File: src/common/mssu_cfg.svh
`ifndef MSSU_CFG_SVH
`define MSSU_CFG_SVH

// register indices; byte address is four times the index
`define MSSU_IDX_EVT_ENABLE 16'hf050
`define MSSU_IDX_EVT_FLAGS  16'hf052
`define MSSU_IDX_EVT_CLEAR  16'hf054
`define MSSU_IDX_PAR_CTRL   16'hf0bc
`define MSSU_IDX_LOOPBACK   16'hf0be
`define MSSU_IDX_IRQ_STAT   16'hf060
`define MSSU_IDX_IRQ_MASK   16'hf062

// field positions
`define MSSU_PAR_EN_BIT     0
`define MSSU_PAR_FLAG_BIT   7
`define MSSU_REREQ_BIT      15
`define MSSU_EVT_PARITY     0
`define MSSU_EVT_CRC        1
`define MSSU_EVT_FLASH      2

// writable bit masks and reset values
`define MSSU_LOOP_WMASK     16'h113f
`define MSSU_EVT_RESET      3'h0
`define MSSU_LOOP_RESET     16'h0000
`define MSSU_BYTE_RESET     8'h00

`endif

File: src/common/mssu_pkg.sv
package mssu_pkg;

  // one bit per status event: flash, crc, parity
  typedef logic [2:0]  mssu_evt_t;
  // one bit per serial communication unit
  typedef logic [5:0]  mssu_lane_t;
  // register word index
  typedef logic [15:0] mssu_idx_t;

endpackage : mssu_pkg

File: src/design/mssu_top.sv
// Chosen here: the APB slave port.
`timescale 1ns/10ps
`include "mssu_cfg.svh"
// safety and status unit: parity control, serial loopback, status events
module mssu_top (
  input  wire logic                pclk,
  input  wire logic                presetn,
  input  wire logic                psel,
  input  wire logic                penable,
  input  wire logic                pwrite,
  input  wire logic [17:0]         paddr,
  input  wire logic [31:0]         pwdata,
  input  wire logic [3:0]          pstrb,
  output logic      [31:0]         prdata,
  output logic                     pready,
  output logic                     pslverr,
  input  wire logic                parity_error,
  input  wire logic                crc_done,
  input  wire logic                flash_done,
  input  wire logic                parity_control_guard,
  input  wire mssu_pkg::mssu_lane_t uart_txd,
  input  wire mssu_pkg::mssu_lane_t csp_txd,
  input  wire mssu_pkg::mssu_lane_t uart_rxd_pin,
  input  wire mssu_pkg::mssu_lane_t csp_rxd_pin,
  output mssu_pkg::mssu_lane_t      uart_rxd_unit,
  output mssu_pkg::mssu_lane_t      csp_rxd_unit,
  output mssu_pkg::mssu_lane_t      loopback_enable,
  output logic                     parity_reset_req,
  output logic                     reset_cause_parity,
  output logic                     status_irq_req,
  output logic                     irq
);

  // register state
  logic                  par_en_q;
  logic                  par_flag_q;
  logic                  par_flag_d;
  logic [15:0]           loop_q;
  mssu_pkg::mssu_evt_t   evt_en_q;
  mssu_pkg::mssu_evt_t   evt_flags;
  mssu_pkg::mssu_evt_t   evt_in;
  mssu_pkg::mssu_evt_t   evt_clr;
  mssu_pkg::mssu_evt_t   evt_req;
  mssu_pkg::mssu_evt_t   irq_stat_q;
  mssu_pkg::mssu_evt_t   irq_stat_d;
  mssu_pkg::mssu_evt_t   irq_mask_q;
  logic                  req_d;
  logic                  par_rst_d;

  // bus decode
  mssu_pkg::mssu_idx_t   idx;
  logic                  access;
  logic                  wr;
  logic                  rd;
  logic                  hit_en;
  logic                  hit_flags;
  logic                  hit_clear;
  logic                  hit_par;
  logic                  hit_loop;
  logic                  hit_istat;
  logic                  hit_imask;
  logic                  mapped;
  logic                  wr_lo;
  logic                  wr_hi;
  logic                  wr_par;
  logic                  rereq_wr;
  logic [15:0]           loop_wmask;

  // zero-wait slave: every access completes in its first access cycle
  assign idx     = paddr[17:2];
  assign access  = psel & penable;
  assign wr      = access & pwrite;
  assign rd      = access & ~pwrite;
  assign wr_lo   = wr & pstrb[0];
  assign wr_hi   = wr & pstrb[1];
  assign pready  = 1'b1;

  assign hit_en    = (idx == `MSSU_IDX_EVT_ENABLE);
  assign hit_flags = (idx == `MSSU_IDX_EVT_FLAGS);
  assign hit_clear = (idx == `MSSU_IDX_EVT_CLEAR);
  assign hit_par   = (idx == `MSSU_IDX_PAR_CTRL);
  assign hit_loop  = (idx == `MSSU_IDX_LOOPBACK);
  assign hit_istat = (idx == `MSSU_IDX_IRQ_STAT);
  assign hit_imask = (idx == `MSSU_IDX_IRQ_MASK);
  assign mapped    = hit_en | hit_flags | hit_clear | hit_par | hit_loop
                   | hit_istat | hit_imask;
  // unmapped words answer with an error and change nothing
  assign pslverr   = access & ~mapped;

  // guard bit blocks software writes but hardware still sets the flag
  assign wr_par    = wr_lo & hit_par & ~parity_control_guard;

  // read mux; the clear register reads as zero whatever was written
  always_comb begin
    prdata = 32'h0000_0000;
    if (rd) begin
      if (hit_en) begin
        prdata[2:0] = evt_en_q;
      end else if (hit_flags) begin
        prdata[2:0] = evt_flags;
      end else if (hit_par) begin
        prdata[`MSSU_PAR_FLAG_BIT] = par_flag_q;
        prdata[`MSSU_PAR_EN_BIT]   = par_en_q;
      end else if (hit_loop) begin
        prdata[15:0] = loop_q;
      end else if (hit_istat) begin
        prdata[2:0] = irq_stat_q;
      end else if (hit_imask) begin
        prdata[2:0] = irq_mask_q;
      end else begin
        prdata = 32'h0000_0000;
      end
    end
  end

  // parity flag: set wins over a write-one clear
  assign par_flag_d = parity_error
                    | (par_flag_q & ~(wr_par & pwdata[`MSSU_PAR_FLAG_BIT]));
  // reset request only while the reset function is enabled
  assign par_rst_d  = parity_error & par_en_q;

  // parity control register
  always_ff @(posedge pclk or negedge presetn) begin
    if (!presetn) begin
      par_en_q   <= 1'b0;
      par_flag_q <= 1'b0;
    end else begin
      par_flag_q <= par_flag_d;
      if (wr_par) begin
        par_en_q <= pwdata[`MSSU_PAR_EN_BIT];
      end
    end
  end

  // reset request and cause strobe to the reset controller
  always_ff @(posedge pclk or negedge presetn) begin
    if (!presetn) begin
      parity_reset_req   <= 1'b0;
      reset_cause_parity <= 1'b0;
    end else begin
      parity_reset_req   <= par_rst_d;
      reset_cause_parity <= par_rst_d;
    end
  end

  // reserved bits outside the mask stay zero whatever software writes
  assign loop_wmask = `MSSU_LOOP_WMASK;

  // loopback test register, byte-lane writable; only bits 5..0 act
  always_ff @(posedge pclk or negedge presetn) begin
    if (!presetn) begin
      loop_q <= `MSSU_LOOP_RESET;
    end else begin
      if (wr_lo && hit_loop) begin
        loop_q[7:0] <= pwdata[7:0] & loop_wmask[7:0];
      end
      if (wr_hi && hit_loop) begin
        loop_q[15:8] <= pwdata[15:8] & loop_wmask[15:8];
      end
    end
  end
  assign loopback_enable = loop_q[5:0];

  // one receive lane per serial unit
  genvar g;
  generate
    for (g = 0; g < 6; g++) begin : g_lane
      mssu_loop_lane mssu_loop_lane_inst (
        .pclk          (pclk),
        .presetn       (presetn),
        .lb_en         (loop_q[g]),
        .uart_txd      (uart_txd[g]),
        .csp_txd       (csp_txd[g]),
        .uart_rxd_pin  (uart_rxd_pin[g]),
        .csp_rxd_pin   (csp_rxd_pin[g]),
        .uart_rxd_unit (uart_rxd_unit[g]),
        .csp_rxd_unit  (csp_rxd_unit[g])
      );
    end
  endgenerate

  // event enable register
  always_ff @(posedge pclk or negedge presetn) begin
    if (!presetn) begin
      evt_en_q <= `MSSU_EVT_RESET;
    end else if (wr_lo && hit_en) begin
      evt_en_q <= pwdata[2:0];
    end
  end

  // event sources and write-one clears; byte or word writes both work
  assign evt_in[`MSSU_EVT_PARITY] = parity_error;
  assign evt_in[`MSSU_EVT_CRC]    = crc_done;
  assign evt_in[`MSSU_EVT_FLASH]  = flash_done;
  assign evt_clr  = (wr_lo && hit_clear) ? pwdata[2:0] : 3'h0;
  assign rereq_wr = wr_hi & hit_clear & pwdata[`MSSU_REREQ_BIT];

  generate
    for (g = 0; g < 3; g++) begin : g_evt
      mssu_event_cell mssu_event_cell_inst (
        .pclk     (pclk),
        .presetn  (presetn),
        .event_in (evt_in[g]),
        .clear_in (evt_clr[g]),
        .enable   (evt_en_q[g]),
        .flag_q   (evt_flags[g]),
        .req      (evt_req[g])
      );
    end
  endgenerate

  // merged request: new enabled flag, or re-request with enabled flags left
  assign req_d = (|evt_req) | (rereq_wr & |(evt_flags & evt_en_q));

  always_ff @(posedge pclk or negedge presetn) begin
    if (!presetn) begin
      status_irq_req <= 1'b0;
    end else begin
      status_irq_req <= req_d;
    end
  end

  // cpu interrupt: sticky, cleared by reading, set wins over the read
  assign irq_stat_d = evt_in | (irq_stat_q & ~{3{rd & hit_istat}});

  always_ff @(posedge pclk or negedge presetn) begin
    if (!presetn) begin
      irq_stat_q <= `MSSU_EVT_RESET;
      irq_mask_q <= `MSSU_EVT_RESET;
    end else begin
      irq_stat_q <= irq_stat_d;
      if (wr_lo && hit_imask) begin
        irq_mask_q <= pwdata[2:0];
      end
    end
  end
  // level output, low-latency path from six flops
  assign irq = |(irq_stat_q & irq_mask_q);
endmodule : mssu_top

File: src/design/mssu_event_cell.sv
`timescale 1ns/10ps
// one sticky event flag with its request qualifier
module mssu_event_cell (
  input  wire logic pclk,
  input  wire logic presetn,
  input  wire logic event_in,
  input  wire logic clear_in,
  input  wire logic enable,
  output logic      flag_q,
  output logic      req
);

  logic flag_d;

  // set wins over a clear in the same cycle so no event is lost
  assign flag_d = event_in | (flag_q & ~clear_in);
  // a recurring event on a standing flag stays silent unless a clear comes in the same cycle
  assign req    = event_in & enable & (~flag_q | clear_in);

  always_ff @(posedge pclk or negedge presetn) begin
    if (!presetn) begin
      flag_q <= 1'b0;
    end else begin
      flag_q <= flag_d;
    end
  end
endmodule : mssu_event_cell

File: src/design/mssu_loop_lane.sv
`timescale 1ns/10ps
// receive path of one serial unit: synchronised pin or internal loopback
module mssu_loop_lane (
  input  wire logic pclk,
  input  wire logic presetn,
  input  wire logic lb_en,
  input  wire logic uart_txd,
  input  wire logic csp_txd,
  input  wire logic uart_rxd_pin,
  input  wire logic csp_rxd_pin,
  output logic      uart_rxd_unit,
  output logic      csp_rxd_unit
);

  logic [1:0] uart_sync_q;
  logic [1:0] csp_sync_q;
  logic       uart_rx_d;
  logic       csp_rx_d;

  // loopback takes transmit data directly, so no port setup is needed
  assign uart_rx_d = lb_en ? uart_txd : uart_sync_q[1];
  assign csp_rx_d  = lb_en ? csp_txd : csp_sync_q[1];

  // pins come from outside the clock domain: two flops before any use
  always_ff @(posedge pclk or negedge presetn) begin
    if (!presetn) begin
      uart_sync_q   <= 2'h0;
      csp_sync_q    <= 2'h0;
      uart_rxd_unit <= 1'b0;
      csp_rxd_unit  <= 1'b0;
    end else begin
      uart_sync_q   <= {uart_sync_q[0], uart_rxd_pin};
      csp_sync_q    <= {csp_sync_q[0], csp_rxd_pin};
      uart_rxd_unit <= uart_rx_d;
      csp_rxd_unit  <= csp_rx_d;
    end
  end
endmodule : mssu_loop_lane

File: config.mk
export PLATFORM = sky130hd
export DESIGN_NAME = mssu_top
export DESIGN_NICKNAME = d
export VERILOG_FILES = /design/src/common/mssu_pkg.sv /design/src/design/mssu_top.sv /design/src/design/mssu_event_cell.sv /design/src/design/mssu_loop_lane.sv
export VERILOG_INCLUDE_DIRS = /design/src /design/src/common
export SDC_FILE = /design/constraint.sdc
export NUM_CORES = 1
export LEC_CHECK = 0
export BUFFER_PORTS_ARGS = -buffer_cell sky130_fd_sc_hd__clkbuf_2
export CAP_MARGIN = 20
export CELL_PAD_IN_SITES_DETAIL_PLACEMENT = 1
export CELL_PAD_IN_SITES_GLOBAL_PLACEMENT = 1
export CORE_MARGIN = 4
export CORE_UTILIZATION = 34
export CTS_CLUSTER_SIZE = 20
export DETAILED_ROUTE_END_ITERATION = 16
export PLACE_DENSITY = 0.92
export SYNTH_ARGS = -nofsm -noshare
export SYNTH_HDL_FRONTEND = slang
export SYNTH_SLANG_ARGS = --single-unit
File: constraint.sdc
create_clock -name pclk -period 3.4 [get_ports pclk]
set_input_delay 0.51 -clock pclk [delete_from_list [all_inputs] [get_ports pclk]]
set_output_delay 0.51 -clock pclk [all_outputs]
set_load 0.01 [all_outputs]
==> out/qor.yml, run 1 <==
sta:
  hold_ws_ns: 0.1356
  fin_skew_ns: 0.01121
  fmax_mhz: 331.4
  grt_setup_unrepaired: "no"
  tns_ns: 0
  setup_violations: 0
  report.final.slew_viol_count: 0
  worst_slew_pin_slew_ns: 0.6701
  fin_crit_sh: 0.8874
  max-slew-margin-rel: 0.5516
  finalHoldViolCount: 0
  layout_min_cycle_time_ns: 3.017
critical_path:
  critPathLaunchType: "primary input"
  crit_start: "paddr[13]"
  crit_path_end_kind: "output port"
  crit_required_ns: 2.89
  r2r_start: "evt_en_q[2]$_DFFE_PN0P_"
  reg2reg_to: "status_irq_req$_DFF_PN0_"
  worstPathMaxFanout: 6
  ff2ff_path_depth: 4
  cp.arrival_ns: 2.51
  cp-endpoint: "prdata[0]"
  regToRegSetupSlack_ns: 2.09
  crit_type: "in -> out"
clock_tree:
  cts-root-buf: "clkbuf_8"
  cts_hold_buf: 0
  cts_resized: 0
  cts_tree: "yes"
  clk_path_buf_depth: 2
  htreeDepth: 3
  post_cts_buffers: 0
  cts_inserted_buffers: 9
  clk_latency_ns: 0.33
  clock_sinks: 60
  path_clk_slew_ns: 0.06
floorplanning:
  dieArea_mm2: 0.009503
  die_width_um: 97.49
  start_util: 0.3505
  coreArea_mm2: 0.007767
  num_rows: 32
  ioPinCount: 143
  die_h_um: 97.49
yosys:
  synth_top_area_share: 0.5515
  synth-edff-count: 0
  yosysTopAreaCell: "dfrtp_1"
  synth_cell_types: 42
  ys_seq_area_frac: 0.5515
  synthArstFlopShare: 1.000
  yosys_register_bits: 60
  syn_inst: 221
  syn_area_mm2: 0.002723
  syn_avg_cell_area_um2: 12.32
  yosysWarningCount: 0
  yosys-top-cells-area: "dfrtp_1 55%, buf_4 12%, mux2_2 9.9%, a21o_1 1.9%, mux2i_1 1.8%"
  synth_flop_cell: "dfrtp_1"
  yosysMostFrequentCell: "dfrtp_1"
  synth.cells.most_frequent: "60 x dfrtp_1, 43 x buf_4, 24 x mux2_2"
layout:
  final_cells: 410
  n_fill_cell: 891
  antenna_cells: 0
  final_cell_area_mm2: 0.003272
  layout.nets: 390
  regArea_mm2: 0.001501
  drive_gt1_frac: 0.4708
  multi_input_area_um2: 953.4
  synthToLayoutAreaGrowth_pct: 20.17
drt:
  wl_per_cell_um: 16.50
  ant_nets: 0
  viasPerCell: 4.771
  drt-initial-drc-count: 43
  drt-total-wl_mm: 6.765
  vias: 1956
  drc: 0
  dr.pass1.iters: 4
run_status:
  status: "complete, no violations"
place:
  dpl-instance-area_mm2: 0.003088
  portBuffers: 92
  place_congestion: 0.8614
  dp_cells: 394
  dp_hpwl_mm: 5.212
power_and_ir_drop:
  ir_drop_v: 0.0002467
  leakagePower_nw: 1.624
  power_density_mw_per_mm2: 445.6
grt:
  antenna_found_initial: 0
  gr-total-overflow: 0
  grt_usage: 0.1437
  grt_pass1_vias: 2150
  grt_max_degree: 28
  grt_pass1_wl_mm: 10.67
job:
  cap_viol_max_count: 0
min_path:
  hold_path_class: "in -> async"
[critical path: stages]
cell	delay (ns)
clkbuf_2	0.08
or4_4	0.57
or4_1	0.58
or3_1	0.37
a31o_2	0.27
clkbuf_2	0.13
[per-layer routing]
| metal | routed length, um | track usage |
|---|---|---|
| met4 | 157 | 0.06816 |
| met5 | 0 | 0 |
| met2 | 3384 | 0.2414 |
| met3 | 451 | 0.04666 |
| met1 | 2771 | 0.1649 |
[cell usage in the layout (no fill, tap or decap), types with 2 or more instances in the layout]
master and count:
nand4b_1 2, conb_1 24, nand4_1 2, mux2i_1 5, mux2_2 24, nor4_1 4
or3b_2 2, buf_4 5, o31ai_1 2, nor2_1 3, o22ai_1 2, or3_1 2
clkbuf_2 92, clkbuf_8 9, clkbuf_1 2, a21o_1 7, a21oi_1 3, mux2_4 3
inv_1 2, clkinv_2 3, nand3b_1 2, nand2_1 8, or4_1 3, nor3_1 3
dfrtp_1 60, and3_1 6, nand3_1 9, a222oi_1 2
[how the worst min path moves through the flow]
stage / startpoint / to / slack (ns) / cells after the start
finish: presetn / g_lane[1].mssu_loop_lane_inst.csp_sync_q[0]$_DFF_PN0_ / 0.14 / 1
global route: presetn / g_lane[3].mssu_loop_lane_inst.uart_sync_q[0]$_DFF_PN0_ / 0.16 / 1
CTS: presetn / g_lane[3].mssu_loop_lane_inst.uart_sync_q[0]$_DFF_PN0_ / 0.13 / 1
detailed placement: g_lane[3].mssu_loop_lane_inst.uart_sync_q[0]$_DFF_PN0_ / g_lane[3].mssu_loop_lane_inst.uart_sync_q[1]$_DFF_PN0_ / 0.34 / 0
global placement: g_lane[5].mssu_loop_lane_inst.csp_sync_q[0]$_DFF_PN0_ / g_lane[5].mssu_loop_lane_inst.csp_sync_q[1]$_DFF_PN0_ / 0.33 / 0
floorplan: presetn / evt_en_q[0]$_DFFE_PN0P_ / 0.21 / 0
[state kept, by name, indices dropped and copies added (netlist names), 3 cells and up]
name	count
irq_mask_q	3
g_lane.mssu_loop_lane_inst.csp_rxd_unit	6
g_lane.mssu_loop_lane_inst.uart_sync_q	12
g_evt.mssu_event_cell_inst.flag_q	3
loop_q	8
g_lane.mssu_loop_lane_inst.csp_sync_q	12
g_lane.mssu_loop_lane_inst.uart_rxd_unit	6
evt_en_q	3
irq_stat_q	3
[logic make-up after synthesis]
family | share of synthesized area
flip-flops | 0.5515
AND/OR/NAND/NOR | 0.1268
AO/OA/AOI/OAI | 0.05606
multiplexers | 0.1342
buffers and inverters | 0.1287
other | 0.002758
[layout make-up]
cell class / count / area share
clock buffer: 11 / 0.04015
clock inverter: 5 / 0.01606
inverter: 2 / 0.002294
multi-input combinational: 133 / 0.2914
sequential: 60 / 0.4589
tap: 102 / 0.03901
timing repair buffer: 97 / 0.1522
[report_power, final]
part	total [W]	switching, W	internal (W)
clock	0.000607	0.000272	0.000335
combinational	0.000109	0.0000651	0.0000443
sequential	0.000741	0.00000584	0.000735
total	0.00146	0.000343	0.00111
[stage by stage]
stage / setup slack, ns / power, W / util
global placement: 0.4377 / 0.0008605 / 0.3976
finish: 0.3828 / 0.001458 / 0.4212
detailed placement: 0.3833 / 0.0008650 / 0.3976
CTS: 0.3752 / 0.001486 / 0.4212
floorplan: 0.5974 / 0.0008215 / -
global route: 0.3585 / 0.001531 / 0.4212
(Power assumes the default switching activity.)
==> inputs of run 2 (changes only) <==
--- a/config.mk
+++ b/config.mk
@@ -6,15 +6,15 @@
 export SDC_FILE = /design/constraint.sdc
 export NUM_CORES = 1
 export LEC_CHECK = 0
-export BUFFER_PORTS_ARGS = -buffer_cell sky130_fd_sc_hd__clkbuf_2
 export CAP_MARGIN = 20
 export CELL_PAD_IN_SITES_DETAIL_PLACEMENT = 1
 export CELL_PAD_IN_SITES_GLOBAL_PLACEMENT = 1
 export CORE_MARGIN = 4
-export CORE_UTILIZATION = 34
+export CORE_UTILIZATION = 46
 export CTS_CLUSTER_SIZE = 20
 export DETAILED_ROUTE_END_ITERATION = 16
-export PLACE_DENSITY = 0.92
+export DONT_BUFFER_PORTS = 1
+export PLACE_DENSITY = 0.89
 export SYNTH_ARGS = -nofsm -noshare
 export SYNTH_HDL_FRONTEND = slang
 export SYNTH_SLANG_ARGS = --single-unit
==> run 2 against run 1 <==
  * Setup slack improved by 0.20 ns
  * Critical endpoint is now prdata[2]
  * Register-to-register slack better by 0.07 ns
  * Die area shrank 24%
  * Sequential share of layout area increased by 7.7 points
  * Worst hold slack lost 0.11 ns
  * Cell area fell by 14%
  * Combinational power fell by 52%
  * Maximum frequency rose by 7.2%
  * Critical path type unchanged
  * Sequential power rose by 0.7%
  * Via count down 18%
  * Highest routed layer unchanged
  * First-iteration DRC count is 49% higher
==> out/qor.yml, run 2 (synthesis results as in run 1) <==
run_status:
  status: "complete, no violations"
grt:
  gr-total-overflow: 0  # unchanged
  grt_max_degree: 61  # +120%
  grt_usage: 0.1690  # +0.02530
  antenna_found_initial: 0  # unchanged
  grt_pass1_wl_mm: 9.211  # -14%
  grt_pass1_vias: 1823  # -15%
sta:
  finalHoldViolCount: 0  # unchanged
  fin_crit_sh: 0.8279  # -0.05949
  fin_skew_ns: 0.007349  # -0.003862 ns
  worst_slew_pin_slew_ns: 0.6609  # -0.009247 ns
  tns_ns: 0  # unchanged
  grt_setup_unrepaired: "no"
  fmax_mhz: 355.2  # +7.2%
  report.final.slew_viol_count: 0  # unchanged
  max-slew-margin-rel: 0.5578  # +0.006187
  layout_min_cycle_time_ns: 2.815  # -0.2023 ns
  setup_violations: 0  # unchanged
power_and_ir_drop:
  leakagePower_nw: 1.238  # -24%
  finalPower_w: 0.001428  # -2.1%
  power_density_mw_per_mm2: 509.4  # +14%
  ir_drop_v: 0.0004297  # +74%
clock_tree:
  clk_path_buf_depth: 2  # unchanged
  cts_inserted_buffers: 9  # unchanged
  cts_hold_buf: 1  # +1
  clk_latency_ns: 0.33  # about the same
  path_clk_slew_ns: 0.07  # about the same
  cts-root-buf: "clkbuf_8"
  htreeDepth: 3  # unchanged
  clock_sinks: 60  # unchanged
  cts_tree: "yes"
  cts_resized: 0  # unchanged
  post_cts_buffers: 0  # unchanged
critical_path:
  worstPathMaxFanout: 6  # unchanged
  critPathLaunchType: "primary input"
  crit_required_ns: 2.89  # about the same
  crit_path_end_kind: "output port"
  crit_chain: "or4_4 > or4_1 > o22a_1 > a21oi_1"
  cp_slowest_stage_delay_ns: 0.67  # +0.09 ns
  slowest_stage: "or4_1"
  crit_type: "in -> out"
  cp.arrival_ns: 2.30  # -0.21 ns
  crit_start: "paddr[13]"
  r2r_start: "evt_en_q[2]$_DFFE_PN0P_"
floorplanning:
  coreArea_mm2: 0.005608  # -28%
  die_width_um: 84.94  # -13%
  dieArea_mm2: 0.007214  # -24%
  ioPinCount: 143  # unchanged
  start_util: 0.4855  # +0.1350
  num_rows: 27  # -16%
  die_h_um: 84.94  # -13%
place:
  dp_cells: 270  # -31%
  place_congestion: 0.9188  # +6.7%
  dp_hpwl_mm: 4.344  # -17%
  portBuffers: 0  # -100%
drt:
  drt-total-wl_mm: 5.867  # -13%
  drc: 0  # unchanged
  dr.pass1.iters: 4  # unchanged
  drt-initial-drc-count: 64  # +49%
  wl_per_cell_um: 20.44  # +24%
  viasPerCell: 5.571  # +17%
  vias: 1599  # -18%
  ant_nets: 0  # unchanged
layout:
  mostFrequentLayoutCell: "dfrtp_1"
  layout.nets: 297  # -24%
  final_cell_mix: "60 x dfrtp_1, 24 x mux2_2, 24 x conb_1"
  synthToLayoutAreaGrowth_pct: 2.941
  drive_gt1_frac: 0.2512  # -0.2196
  fin_util: 0.4998  # +0.07855
  final_cells: 287  # -30%
  antenna_cells: 0  # unchanged
  n_fill_cell: 615  # -31%
  top_regs: "g_lane.mssu_loop_lane_inst.csp_sync_q (12), g_lane.mssu_loop_lane_inst.uart_sync_q (12), loop_q (8)"
job:
  cap_viol_max_count: 0  # unchanged
min_path:
  hold_path_class: "in -> async"
run 2: power breakdown:
group	total, W	leakage [nW]	internal, W	switching [W]
Sequential	0.000746	0.718	0.000735	0.0000111
Combinational	0.0000528	0.424	0.0000174	0.0000355
Clock	0.000628	0.0958	0.000341	0.000287
run 2: per-stage QoR:
step	worst slack, ns	hold WS, ns	cell area, um2
after floorplan	0.5974	0.2144	2805
after global placement	0.6186	0.2159	2575
after detailed placement	0.5903	0.2157	2575
after CTS	0.5844	0.02173	2803
after global routing	0.5236	0.02641	2803
final	0.5850	0.02532	2803
run 2: routing by layer:
metal  vias up  wire length, um  global-route usage
met4         0               53             0.07050
li1        699                -                   -
met3         7              569             0.07379
met2        81             3066              0.2854
met5         -                0                   0
met1       812             2177              0.1859
run 2: worst max-delay path: cells and delay by family:
kind	cells	cell delay, ns
compound gates	2	0.55
simple gates	2	1.23
run 2: final timing paths:
kind | depth (start not counted) | to | slack, ns
worst min register to register | 0 | g_lane[3].mssu_loop_lane_inst.csp_sync_q[1]$_DFF_PN0_ | 0.35
worst max-delay path | 4 | prdata[2] | 0.59
max in group asynchronous | 1 | irq_stat_q[2]$_DFF_PN0_ | 3.11
min in group pclk | 0 | g_lane[4].mssu_loop_lane_inst.uart_sync_q[0]$_DFF_PN0_ | 0.20
worst max register to register | 4 | status_irq_req$_DFF_PN0_ | 2.16
worst min-delay path | 1 | g_lane[3].mssu_loop_lane_inst.uart_sync_q[1]$_DFF_PN0_ | 0.03
run 2: cell type report:
class,count,area (um2),area share
sequential,60,1501,0.5357
multi-input combinational,133,953.4,0.3402
clock buffer,9,123.9,0.04420
tap,72,90.09,0.03214
clock inverter,7,76.32,0.02723
timing repair buffer,4,50.05,0.01786
inverter,2,7.507,0.002679
==> inputs of run 3 (changes only) <==
--- a/config.mk
+++ b/config.mk
@@ -10,11 +10,11 @@
 export CELL_PAD_IN_SITES_DETAIL_PLACEMENT = 1
 export CELL_PAD_IN_SITES_GLOBAL_PLACEMENT = 1
 export CORE_MARGIN = 4
-export CORE_UTILIZATION = 46
+export CORE_UTILIZATION = 42
 export CTS_CLUSTER_SIZE = 20
 export DETAILED_ROUTE_END_ITERATION = 16
 export DONT_BUFFER_PORTS = 1
-export PLACE_DENSITY = 0.89
+export PLACE_DENSITY = 0.86
 export SYNTH_ARGS = -nofsm -noshare
 export SYNTH_HDL_FRONTEND = slang
 export SYNTH_SLANG_ARGS = --single-unit
==> constraint.sdc (replaced) <==
create_clock -name pclk -period 2.5 [get_ports pclk]
set_input_delay 0.375 -clock pclk [delete_from_list [all_inputs] [get_ports pclk]]
set_output_delay 0.375 -clock pclk [all_outputs]
set_load 0.01 [all_outputs]
==> run 3 against run 2 <==
  * Sequential power up 37%
  * First-iteration DRC count fell by 1.6%
  * Clock skew about the same
  * Setup slack got worse by 0.51 ns
  * Highest routed layer unchanged
  * Via count grew 0.81%
  * Final cell count grew 3.5%
  * Utilization decreased by 4.3 points
==> out/qor.yml, run 3 (synthesis results as in run 1) <==
sta:
  setup_violations: 0  # unchanged
  finalHoldViolCount: 0  # unchanged
  finalWorstSetupSlack_ns: 0.07194  # -0.5131 ns
  fin_skew_ns: 0.007785  # +0.0004361 ns
  layout_min_cycle_time_ns: 2.428
  fin_crit_sh: 0.9712
  report.final.slew_viol_count: 0  # unchanged
  fmax_mhz: 411.9
  grt_setup_unrepaired: "no"
drt:
  vias: 1612  # +0.81%
  drc: 0  # unchanged
  ant_nets: 0  # unchanged
  drt-initial-drc-count: 63  # -1.6%
  viasPerCell: 5.428  # -2.6%
  wl_per_cell_um: 20.03  # -2.0%
  dr.pass1.iters: 4  # unchanged
  drt-total-wl_mm: 5.949  # +1.4%
critical_path:
  crit_required_ns: 2.12  # -0.77 ns
  worst_path_most_repeated_cell: "or4_4"
  regToRegSetupSlack_ns: 1.30  # -0.86 ns
  crit_start: "paddr[13]"
  worstPathMaxFanout: 6  # unchanged
  crit_chain: "or4_4 > or4_4 > o22a_1 > a21oi_1 > buf_4"
  r2r_start: "evt_en_q[2]$_DFFE_PN0P_"
  cp_slowest_stage_delay_ns: 0.59  # -0.08 ns
  cp.arrival_ns: 2.05  # -0.25 ns
  crit_type: "in -> out"
  crit_path_end_kind: "output port"
  critPathLaunchType: "primary input"
  slowest_stage: "or4_4"
floorplanning:
  start_util: 0.4312  # -0.05426
  coreArea_mm2: 0.006314  # +13%
  die_width_um: 88.52  # +4.2%
  die_h_um: 88.52  # +4.2%
  dieArea_mm2: 0.007835  # +8.6%
  ioPinCount: 143  # unchanged
  num_rows: 29  # +7.4%
clock_tree:
  cts_tree: "yes"
  clk_latency_ns: 0.33  # about the same
  htreeDepth: 3  # unchanged
  clock_sinks: 60  # unchanged
  clk_path_buf_depth: 2  # unchanged
  path_clk_slew_ns: 0.06  # about the same
  cts-root-buf: "clkbuf_8"
  post_cts_buffers: 0  # unchanged
  cts_inserted_buffers: 9  # unchanged
place:
  dp_hpwl_mm: 4.415  # +1.6%
  portBuffers: 0  # unchanged
  preCtsSetupSlack_ns: -0.007479  # -0.5978 ns
  place_congestion: 0.9299  # +1.2%
grt:
  grt_usage: 0.1560  # -0.01293
  antenna_found_initial: 0  # unchanged
  grt_pass1_vias: 1735  # -4.8%
  grt_max_degree: 61  # unchanged
  gr-total-overflow: 0  # unchanged
  grt_pass1_wl_mm: 8.880  # -3.6%
power_and_ir_drop:
  leakagePower_nw: 1.276  # +3.1%
  p_comb_frac: 0.037  # about the same
  clkPwrFrac: 0.468  # +0.028
  power_density_mw_per_mm2: 711.1  # +40%
  switchingPower_w: 0.0004376  # +31%
  finalPower_w: 0.002049  # +44%
  internal_power_w: 0.001611  # +47%
  power_frac_seq: 0.496  # -0.027
  ir_drop_v: 0.0003390  # -21%
  switching_share: 0.2136  # -0.02009
layout:
  drive_gt1_frac: 0.2727  # +0.02156
  fin_util: 0.4564  # -0.04338
  layout.nets: 302  # +1.7%
  mostFrequentLayoutCell: "dfrtp_1"
  synthToLayoutAreaGrowth_pct: 5.836
  final_cell_mix: "60 x dfrtp_1, 24 x mux2_2, 24 x conb_1"
  top_regs: "g_lane.mssu_loop_lane_inst.csp_sync_q (12), g_lane.mssu_loop_lane_inst.uart_sync_q (12), loop_q (8)"
  antenna_cells: 0  # unchanged
  n_fill_cell: 676  # +9.9%
job:
  cap_viol_max_count: 0  # unchanged
min_path:
  hold_start: "uart_rxd_pin[4]"
  hold_path_class: "in -> reg"
run_status:
  status: "complete, no violations"
==> run 3: final timing paths <==
path / to / cells after the start
worst max-delay path: prdata[2] / 5
worst min-delay path: g_lane[4].mssu_loop_lane_inst.uart_sync_q[0]$_DFF_PN0_ / 0
worst max register to register: status_irq_req$_DFF_PN0_ / 4
worst min register to register: g_lane[4].mssu_loop_lane_inst.uart_sync_q[1]$_DFF_PN0_ / 0
max in group asynchronous: loop_q[0]$_DFFE_PN0P_ / 2
min in group asynchronous: status_irq_req$_DFF_PN0_ / 2
==> run 3: final cells by class <==
type	count	area (um2)	share of cell area
Clock buffer	10	137.6	0.04776
Clock inverter	6	87.58	0.03040
Inverter	2	7.507	0.002605
Multi-Input combinational cell	133	960.9	0.3335
Sequential cell	60	1501	0.5211
Tap cell	77	96.34	0.03343
Timing Repair Buffer	9	90.09	0.03126
==> run 3: per-layer routing <==
| metal | part of all wire | global-route usage |
|---|---|---|
| met1 | 0.37 | 0.1636 |
| met2 | 0.51 | 0.2699 |
| met3 | 0.11 | 0.08473 |
| met4 | 0.013 | 0.04670 |
| met5 | 0 | 0 |
==> run 3: power groups by stage <==
| stage | Clock, W | Sequential (W) | Combinational, W |
|---|---|---|---|
| finish | 0.000958 | 0.00102 | 0.0000752 |
| global placement | 0 | 0.00103 | 0.0000475 |
| detailed placement | 0 | 0.00103 | 0.0000493 |
| floorplan | 0 | 0.00102 | 0.0000939 |
| CTS | 0.000993 | 0.00102 | 0.0000757 |
| global route | 0.00105 | 0.00102 | 0.0000838 |
==> run 3: stage by stage <==
| stage | instances | hold WS (ns) | cell area (um2) | TNS, ns |
|---|---|---|---|---|
| 6_report | 297 | 0.06793 | 2882 | 0 |
| 5_1_grt | 297 | 0.03163 | 2882 | 0 |
| 4_1_cts | 297 | 0.04483 | 2878 | 0 |
| 3_5_place_dp | 279 | 0.08076 | 2611 | -0.007479 |
| 3_3_place_gp | 279 | 0.08094 | 2611 | 0 |
| 2_1_floorplan | 243 | 0.07941 | 2815 | 0 |
==> run 3: critical path, delay by kind of cell <==
family,cells,cell delay [ns]
compound gates,2,0.39
buf+inv,1,0.15
simple gates,2,1.14
==> run 3: repair_timing <==
action                     in CTS  in global routing
pin swaps                       0                  0
hold endpoints to repair       60                  0
hold buffers                    2                  0
resized for setup               1                  1
setup endpoints to repair       1                  2
